--- src/rtl/dl_consts.svh ---
`ifndef DL_CONSTS_SVH
`define DL_CONSTS_SVH
// Target register addresses inside the link address window
`define DL_TGT_MODE_ADDR   8'hf0
`define DL_TGT_IRQCLR_ADDR 8'hf1
// Width of the ack timeout counter in bus clocks
`define DL_TO_W            16
// Width of the link clock divider
`define DL_DIV_W           4
`endif

--- src/rtl/dl_pkg.sv ---
package dl_pkg;
  // Initiator transaction states
  typedef enum logic [1:0] {
    DL_I_OFF  = 2'b00,
    DL_I_IDLE = 2'b01,
    DL_I_WAIT = 2'b10,
    DL_I_REL  = 2'b11
  } dl_init_state_t;

  // Two parity bits: even bit positions and odd bit positions
  function automatic logic [1:0] dl_parity(input logic [7:0] d);
    dl_parity = {^{d[7], d[5], d[3], d[1]}, ^{d[6], d[4], d[2], d[0]}};
  endfunction
endpackage

--- src/rtl/dl_link_if.sv ---
`timescale 1ns/1ps
`default_nettype none
interface dl_link_if;
  logic       linkClk;
  logic       reqValid;
  logic       reqWrite;
  logic [7:0] reqAddr;
  logic [7:0] reqData;
  logic       ackValid;
  logic [7:0] ackData;
  logic [1:0] ackParity;
  logic       ackErr;
  logic       irqLine;
  modport init (output linkClk, reqValid, reqWrite, reqAddr, reqData,
                input ackValid, ackData, ackParity, ackErr, irqLine);
  modport tgt  (input linkClk, reqValid, reqWrite, reqAddr, reqData,
                output ackValid, ackData, ackParity, ackErr, irqLine);
endinterface
`default_nettype wire

--- src/rtl/dl_initiator.sv ---
`timescale 1ns/1ps
`default_nettype none
`include "dl_consts.svh"
module dl_initiator
(
  // Clock and reset
  input  wire logic                  clk,
  input  wire logic                  rst,
  // Link
  dl_link_if.init                    link,
  // Configuration
  input  wire logic                  linkEnable,
  input  wire logic                  linkIrqEnable,
  input  wire logic                  stopClockOff,
  input  wire logic [`DL_DIV_W-1:0]  clkDiv,
  input  wire logic [`DL_TO_W-1:0]   ackTimeoutValue,
  // CPU stop request
  input  wire logic                  stopReq,
  output logic                       stopped,
  // Transaction request
  input  wire logic                  userReqValid,
  input  wire logic                  userWrite,
  input  wire logic [7:0]            userAddr,
  input  wire logic [7:0]            userWData,
  output logic                       userReady,
  // Transaction answer
  output logic                       userDone,
  output logic                       userDoneErr,
  output logic [7:0]                 userRdData,
  // Status
  input  wire logic                  errClear,
  output logic                       globalErrorFlag,
  output logic                       timeoutErrorFlag,
  output logic                       parityErrorFlag,
  output logic                       targetErrorFlag,
  output logic                       cancelFlag,
  output logic [1:0]                 receivedParity,
  output logic                       targetIrqLevel,
  output logic                       gpioMode,
  // Interrupts
  output logic                       targetIrqSignal,
  output logic                       linkErrorIrq
);
  import dl_pkg::*;

  // ****************************************************
  // State
  // ****************************************************
  typedef struct packed {
    dl_init_state_t       st;
    logic [`DL_DIV_W-1:0] divCnt;
    logic                 linkClk;
    logic [`DL_TO_W-1:0]  toCnt;
    logic                 reqValid;
    logic                 reqWrite;
    logic [7:0]           reqAddr;
    logic [7:0]           reqData;
    logic                 pendValid;
    logic                 pendWrite;
    logic [7:0]           pendAddr;
    logic [7:0]           pendData;
    logic                 gErr;
    logic                 toErr;
    logic                 parErr;
    logic                 tErr;
    logic                 cancel;
    logic [1:0]           rxPar;
    logic [7:0]           rdData;
    logic                 done;
    logic                 doneErr;
    logic                 ready;
    logic                 stopped;
    logic                 gpio;
    logic                 extIrq;
    logic                 errIrq;
    logic                 irqLevel;
    logic                 ackS1;
    logic                 ackS2;
    logic                 irqS1;
    logic                 irqS2;
  } dl_init_regs_t;

  dl_init_regs_t r_reg;
  dl_init_regs_t r_next;
  logic          halt;
  logic [1:0]    expPar;
  logic          parBad;
  logic          anyErr;

  // ****************************************************
  // Next state
  // ****************************************************
  always_comb
  begin
    r_next = r_reg;
    r_next.done = 1'b0;
    r_next.doneErr = 1'b0;
    expPar = dl_parity(r_reg.reqWrite ? r_reg.reqData : link.ackData);
    parBad = (expPar != link.ackParity);
    anyErr = parBad || link.ackErr;
    // Ack and irq come from the link clock domain: two flops first
    r_next.ackS1 = link.ackValid;
    r_next.ackS2 = r_reg.ackS1;
    r_next.irqS1 = link.irqLine;
    r_next.irqS2 = r_reg.irqS1;
    r_next.irqLevel = r_reg.irqS2;
    r_next.gpio = !linkEnable;

    if (errClear)
    begin
      r_next.gErr = 1'b0;
      r_next.toErr = 1'b0;
      r_next.parErr = 1'b0;
      r_next.tErr = 1'b0;
      r_next.cancel = 1'b0;
    end

    // Accept a request into the one-slot queue
    if (userReqValid && r_reg.ready)
    begin
      if (r_reg.gErr)
      begin
        r_next.done = 1'b1;
        r_next.doneErr = 1'b1;
      end
      else
      begin
        r_next.pendValid = 1'b1;
        r_next.pendWrite = userWrite;
        r_next.pendAddr = userAddr;
        r_next.pendData = userWData;
      end
    end

    // Transaction sequencing
    case (r_reg.st)
      DL_I_OFF:
      begin
        if (linkEnable)
          r_next.st = DL_I_IDLE;
      end
      DL_I_IDLE:
      begin
        if (r_reg.pendValid && !r_reg.gErr)
        begin
          r_next.reqValid = 1'b1;
          r_next.reqWrite = r_reg.pendWrite;
          r_next.reqAddr = r_reg.pendAddr;
          r_next.reqData = r_reg.pendData;
          r_next.pendValid = r_next.pendValid && userReqValid && r_reg.ready;
          r_next.toCnt = '0;
          r_next.st = DL_I_WAIT;
        end
      end
      DL_I_WAIT:
      begin
        r_next.toCnt = r_reg.toCnt + 1'b1;
        if (r_reg.ackS2)
        begin
          r_next.reqValid = 1'b0;
          r_next.done = 1'b1;
          r_next.doneErr = anyErr;
          r_next.st = DL_I_REL;
          if (!r_reg.gErr)
          begin
            r_next.rxPar = link.ackParity;
            r_next.rdData = link.ackData;
          end
          if (parBad)
          begin
            r_next.gErr = 1'b1;
            r_next.parErr = 1'b1;
          end
          if (link.ackErr)
          begin
            r_next.gErr = 1'b1;
            r_next.tErr = 1'b1;
          end
          // cancel queued transfer
          // A request taken in this same cycle is dropped too, else it would sit stuck
          if (anyErr && r_next.pendValid)
          begin
            r_next.pendValid = 1'b0;
            r_next.cancel = 1'b1;
          end
        end
        else if (r_reg.toCnt >= ackTimeoutValue)
        begin
          r_next.reqValid = 1'b0;
          r_next.gErr = 1'b1;
          r_next.toErr = 1'b1;
          r_next.done = 1'b1;
          r_next.doneErr = 1'b1;
          r_next.st = DL_I_REL;
          if (r_next.pendValid)
          begin
            r_next.pendValid = 1'b0;
            r_next.cancel = 1'b1;
          end
        end
      end
      DL_I_REL:
      begin
        // Four-phase: wait for the target to drop its ack
        if (!r_reg.ackS2)
          r_next.st = DL_I_IDLE;
      end
      default:
        r_next.st = DL_I_OFF;
    endcase

    if (!linkEnable)
    begin
      r_next.st = DL_I_OFF;
      r_next.reqValid = 1'b0;
      r_next.pendValid = 1'b0;
    end

    r_next.stopped = stopReq && linkEnable && !r_reg.pendValid
                     && (r_reg.st == DL_I_IDLE);
    // New work is refused while a stop is requested
    r_next.ready = linkEnable && !stopReq && !r_next.pendValid;

    halt = !linkEnable || (r_reg.stopped && stopClockOff && !r_reg.linkClk);
    if (halt)
    begin
      r_next.divCnt = '0;
      r_next.linkClk = 1'b0;
    end
    else if (r_reg.divCnt >= clkDiv)
    begin
      r_next.divCnt = '0;
      r_next.linkClk = !r_reg.linkClk;
    end
    else
      r_next.divCnt = r_reg.divCnt + 1'b1;

    r_next.extIrq = linkIrqEnable && linkEnable && r_reg.irqS2;
    r_next.errIrq = linkIrqEnable && linkEnable && r_next.gErr;
  end

  always_ff @(posedge clk)
  begin
    if (rst)
    begin
      r_reg <= '0;
      r_reg.gpio <= 1'b1;
    end
    else
      r_reg <= r_next;
  end

  // ****************************************************
  // Outputs, all straight from flops
  // ****************************************************
  assign link.linkClk     = r_reg.linkClk;
  assign link.reqValid    = r_reg.reqValid;
  assign link.reqWrite    = r_reg.reqWrite;
  assign link.reqAddr     = r_reg.reqAddr;
  assign link.reqData     = r_reg.reqData;
  assign stopped          = r_reg.stopped;
  assign userReady        = r_reg.ready;
  assign userDone         = r_reg.done;
  assign userDoneErr      = r_reg.doneErr;
  assign userRdData       = r_reg.rdData;
  assign globalErrorFlag  = r_reg.gErr;
  assign timeoutErrorFlag = r_reg.toErr;
  assign parityErrorFlag  = r_reg.parErr;
  assign targetErrorFlag  = r_reg.tErr;
  assign cancelFlag       = r_reg.cancel;
  assign receivedParity   = r_reg.rxPar;
  assign targetIrqLevel   = r_reg.irqLevel;
  assign gpioMode         = r_reg.gpio;
  assign targetIrqSignal  = r_reg.extIrq;
  assign linkErrorIrq     = r_reg.errIrq;
endmodule
`default_nettype wire

--- src/flat_wrapper.sv ---
// flat-port wrapper written by rule: the top's interface ports become plain ports
module dl_initiator_flat import dl_pkg::*;
  (clk, rst, linkEnable, linkIrqEnable, stopClockOff, clkDiv, ackTimeoutValue, stopReq, stopped, userReqValid, userWrite, userAddr, userWData, userReady, userDone, userDoneErr, userRdData, errClear, globalErrorFlag, timeoutErrorFlag, parityErrorFlag, targetErrorFlag, cancelFlag, receivedParity, targetIrqLevel, gpioMode, targetIrqSignal, linkErrorIrq, link_linkClk, link_reqValid, link_reqWrite, link_reqAddr, link_reqData, link_ackValid, link_ackData, link_ackParity, link_ackErr, link_irqLine);
  dl_link_if link_i ();
  input  wire logic clk;
  input  wire logic rst;
  input  wire logic linkEnable;
  input  wire logic linkIrqEnable;
  input  wire logic stopClockOff;
  input  wire logic [`DL_DIV_W-1:0] clkDiv;
  input  wire logic [`DL_TO_W-1:0] ackTimeoutValue;
  input  wire logic stopReq;
  output logic stopped;
  input  wire logic userReqValid;
  input  wire logic userWrite;
  input  wire logic [7:0] userAddr;
  input  wire logic [7:0] userWData;
  output logic userReady;
  output logic userDone;
  output logic userDoneErr;
  output logic [7:0] userRdData;
  input  wire logic errClear;
  output logic globalErrorFlag;
  output logic timeoutErrorFlag;
  output logic parityErrorFlag;
  output logic targetErrorFlag;
  output logic cancelFlag;
  output logic [1:0] receivedParity;
  output logic targetIrqLevel;
  output logic gpioMode;
  output logic targetIrqSignal;
  output logic linkErrorIrq;
  output wire logic [$bits(link_i.linkClk)-1:0] link_linkClk;
  output wire logic [$bits(link_i.reqValid)-1:0] link_reqValid;
  output wire logic [$bits(link_i.reqWrite)-1:0] link_reqWrite;
  output wire logic [$bits(link_i.reqAddr)-1:0] link_reqAddr;
  output wire logic [$bits(link_i.reqData)-1:0] link_reqData;
  input wire logic [$bits(link_i.ackValid)-1:0] link_ackValid;
  input wire logic [$bits(link_i.ackData)-1:0] link_ackData;
  input wire logic [$bits(link_i.ackParity)-1:0] link_ackParity;
  input wire logic [$bits(link_i.ackErr)-1:0] link_ackErr;
  input wire logic [$bits(link_i.irqLine)-1:0] link_irqLine;
  assign link_linkClk = link_i.linkClk;
  assign link_reqValid = link_i.reqValid;
  assign link_reqWrite = link_i.reqWrite;
  assign link_reqAddr = link_i.reqAddr;
  assign link_reqData = link_i.reqData;
  assign link_i.ackValid = link_ackValid;
  assign link_i.ackData = link_ackData;
  assign link_i.ackParity = link_ackParity;
  assign link_i.ackErr = link_ackErr;
  assign link_i.irqLine = link_irqLine;
  dl_initiator u_core (.clk(clk), .rst(rst), .link(link_i), .linkEnable(linkEnable), .linkIrqEnable(linkIrqEnable), .stopClockOff(stopClockOff), .clkDiv(clkDiv), .ackTimeoutValue(ackTimeoutValue), .stopReq(stopReq), .stopped(stopped), .userReqValid(userReqValid), .userWrite(userWrite), .userAddr(userAddr), .userWData(userWData), .userReady(userReady), .userDone(userDone), .userDoneErr(userDoneErr), .userRdData(userRdData), .errClear(errClear), .globalErrorFlag(globalErrorFlag), .timeoutErrorFlag(timeoutErrorFlag), .parityErrorFlag(parityErrorFlag), .targetErrorFlag(targetErrorFlag), .cancelFlag(cancelFlag), .receivedParity(receivedParity), .targetIrqLevel(targetIrqLevel), .gpioMode(gpioMode), .targetIrqSignal(targetIrqSignal), .linkErrorIrq(linkErrorIrq));
endmodule
--- config.mk ---
export PLATFORM = sky130hd
export DESIGN_NAME = dl_initiator_flat
export DESIGN_NICKNAME = d
export VERILOG_FILES = /design/src/rtl/dl_pkg.sv /design/src/rtl/dl_link_if.sv /design/src/rtl/dl_initiator.sv /design/src/flat_wrapper.sv
export VERILOG_INCLUDE_DIRS = /design/src /design/src/rtl
export SDC_FILE = /design/constraint.sdc
export NUM_CORES = 1
export LEC_CHECK = 0
export ABC_AREA = 1
export BUFFER_PORTS_ARGS = -buffer_cell sky130_fd_sc_hd__buf_4
export CAP_MARGIN = 5
export CORE_ASPECT_RATIO = 0.6
export CORE_MARGIN = 2
export CORE_UTILIZATION = 55
export DETAILED_ROUTE_END_ITERATION = 7
export PLACE_DENSITY = 0.85
export REMOVE_ABC_BUFFERS = 1
export SKIP_CTS_REPAIR_TIMING = 1
export SYNTH_ARGS = -nofsm -noshare
export SYNTH_HDL_FRONTEND = slang
export SYNTH_SLANG_ARGS = --single-unit
export TNS_END_PERCENT = 5
--- constraint.sdc ---
create_clock -name clk -period 4.16 [get_ports clk]
set_input_delay 0.832 -clock clk [delete_from_list [all_inputs] [get_ports clk]]
set_output_delay 0.832 -clock clk [all_outputs]
set_load 0.005 [all_outputs]
==> run metrics <==
Post-Layout Cell Count 752; WHS Endpoint u_core.r_reg[2]$_SDFF_PP0_; Post-synth EDFFs 0; area grow syn2layout 22.6%; Largest register FFs 41; total number of vias 3,731; Leak 2.56 nW; hold path start u_core.r_next[2]$_SDFF_PP0_; synth top area cells dfxtp_1 (41%), nand2_1 (11%), ha_1 (7.7%), a21oi_1 (6.7%), inv_1 (6.5%); relative slew slack 0.412; DR pass1 iterations 7; DP HPWL 7260 µm; layout cells sized above 1 0.202; Flop pwr share 0.453; DR WL/cell 13.1 µm; Crit path top cell by count inv_1; die height 71.7 µm; Max stage delay on crit path 0.68 ns; htree depth 3; I/O Buffers 99; r2r setup slk ~1.7 ns; fmax roughly 390 MHz; total power 1.89 mW; Clk Latency, worst-skew pair 0.33 ns; Yosys reg bits 86; Worst setup EP type register; total track usage 0.239; crit share post-route 0.609; CTS clk-pin slew, worst paths roughly 0.06 ns; Final Util 0.703; GP Congestion between 0.8 and 0.9; Mean Syn Cell Area 7.34 µm²; post-route setup slack 1.63 ns; RSZ-0062 raised after global routing false; Hold Path Class register to register; crit path max fanout 34; Slowest cell on crit path inv_1; Max clock buf depth 2; Power Density around 370 nW/µm²; total wire length 9820 µm; startpoint types primary input; delay-heaviest family, CP buffers and inverters; final hold violation count 0; Die ar. 8380 µm²; Max Cap Violations 0; total clock sinks 86; pre-CTS setup slack 1.35 ns; RR Endpoint u_core.r_reg[68]$_SDFFE_PP0P_; Synth Instances about 570; DP Cell Count 736; Primary FF master, synth dfxtp_1; area of the mapped netlist 4200 µm²; TritonCTS clock tree done; Final ANT Viol Nets 0; die width 117 µm; Setup Total Neg Slack 0 ns; Initial Util 0.574; Rows 24; Yosys top cell area share 0.410; worst reg-to-reg path cell count 8; Ant. Diodes 0; nets ~730; vias in the first global route 3,450; first-pass GRT wire length 15,700 µm; Buffers & Inverters on Critical Path 3; min Tclk post-route 2.53 ns; peak supply drop 0.265 mV; CTS Buf Count 9; combinational power share 0.090; initial drt markers 295; Clk pwr share 0.457; asr flop ratio synth 0; floorplan core area roughly 7300 µm²; Root Driver clkbuf_16; switching share of power 0.224; largest net degree at the start of global routing 35; crit-path cells buf_4 > inv_1 > nand2_1 > inv_1 > o21ai_0 > or2_2 > nor2_1; # IOs 100; Cell variety after synth 36; Net Sw Power 0.422 mW; Slew @ Worst Pin 0.879 ns; status finished clean; Worst Path Arrival 2.79 ns; yosys warns 0; final setup fails 0; hold depth 2; dominant cell type by area after synthesis dfxtp_1; Avg Vias per Cell between 4 and 5; DRC viols 0; CP required 4.42 ns; Seq/Total Area, Yosys 0.410; initial antenna violation count 0; Int Power 1.46 mW; Worst R2R Start u_core.r_reg[84]$_SDFFE_PP0P_; Slew Limit Fails 0; Congestion Overflow GR 0; clk_skew 0.00679 ns; Crit Path Category primary input to register
-- power by group through the flow --
stage          Combinational (mW)  Clock (mW)  Sequential [mW]
2_1_floorplan              0.0881           0            0.869
4_1_cts                     0.169       0.870            0.853
3_3_place_gp                0.160           0            0.870
6_report                    0.170       0.862            0.854
3_5_place_dp                0.166           0            0.872
5_1_grt                     0.190       0.907            0.855
-- placed cells by master, fill, tap and decap left out, types with 4 or more instances in the layout --
cell type,count
a21oi_1,56
buf_4,100
clkbuf_16,9
dfxtp_1,86
ha_1,26
inv_1,73
nand2_1,120
nand3_1,19
nand4_1,4
nor2_1,62
nor3_1,11
o21a_1,4
o21ai_0,41
-- cell type report --
| class | instances | area, µm² |
|---|---|---|
| well taps | 104 | 130 |
| flip-flops and latches | 86 | 1720 |
| clock inverters | 4 | 77.6 |
| fillers | 608 | 2170 |
| repair buffers | 100 | 751 |
| multi-input cells | 369 | 1930 |
| inverters | 77 | 292 |
| clock buffers | 12 | 246 |
-- worst register-to-register path, stage by stage, from the launching register on --
cell and delay, ns:
dfxtp_1 0.43, ha_1 0.39, nand3_4 0.29, inv_1 0.48
nand2_1 0.14, nand2_1 0.31, inv_1 0.17, o21ai_0 0.11
a21oi_1 0.06
-- through the flow --
stage / hold slack (ns) / cell area (µm²)
floorplan: 0.388 / 3950
global placement: 0.395 / 4830
detailed placement: 0.403 / 4830
CTS: 0.418 / 5150
global route: 0.445 / 5150
finish: 0.415 / 5150
-- routing by layer --
layer	up-vias	global-route usage	routed length, µm
met2	110	0.388	4540
met1	1670	0.325	4630
met3	10	0.0482	558
met5	-	0	0
li1	1941	-	-
met4	0	0.0680	93
-- logic make-up (layout without fill, tap and decap cells) --
family	count (synthesis)	count (layout)	synth area share
and+or+nand+nor	231	231	0.237
xor gates and xnor gates	4	4	0.00833
DFF	86	86	0.410
adders and majority gates	26	26	0.0774
buffers and inverters	118	193	0.130
AOI/OAI and AO/OA	108	108	0.138
-- how the worst max path moves through the flow --
| stage | from | to | slack [ns] | cells past startpoint |
|---|---|---|---|---|
| after floorplan | userReqValid | u_core.r_reg[44]$_SDFF_PP0_ | 1.85 | 8 |
| after global placement | rst | u_core.r_reg[81]$_SDFF_PP0_ | 1.38 | 7 |
| after detailed placement | rst | u_core.r_reg[81]$_SDFF_PP0_ | 1.35 | 7 |
| after CTS | rst | u_core.r_reg[81]$_SDFF_PP0_ | 1.67 | 7 |
| after global routing | u_core.r_reg[84]$_SDFFE_PP0P_ | u_core.r_reg[76]$_SDFFE_PP0P_ | 1.47 | 8 |
| final | rst | u_core.r_reg[81]$_SDFF_PP0_ | 1.63 | 7 |
-- cell usage after synthesis, types with 3 or more instances --
cell,number
a21oi_1,56
nor3_1,11
nand2_1,120
nor2_4,3
o21ai_0,41
or2_2,3
o21a_1,4
ha_1,26
nand3_1,19
nor2_1,62
xor2_1,3
nand4_1,4
clkbuf_1,12
inv_1,73
dfxtp_1,86
buf_4,27
(Power assumes the default switching activity.)
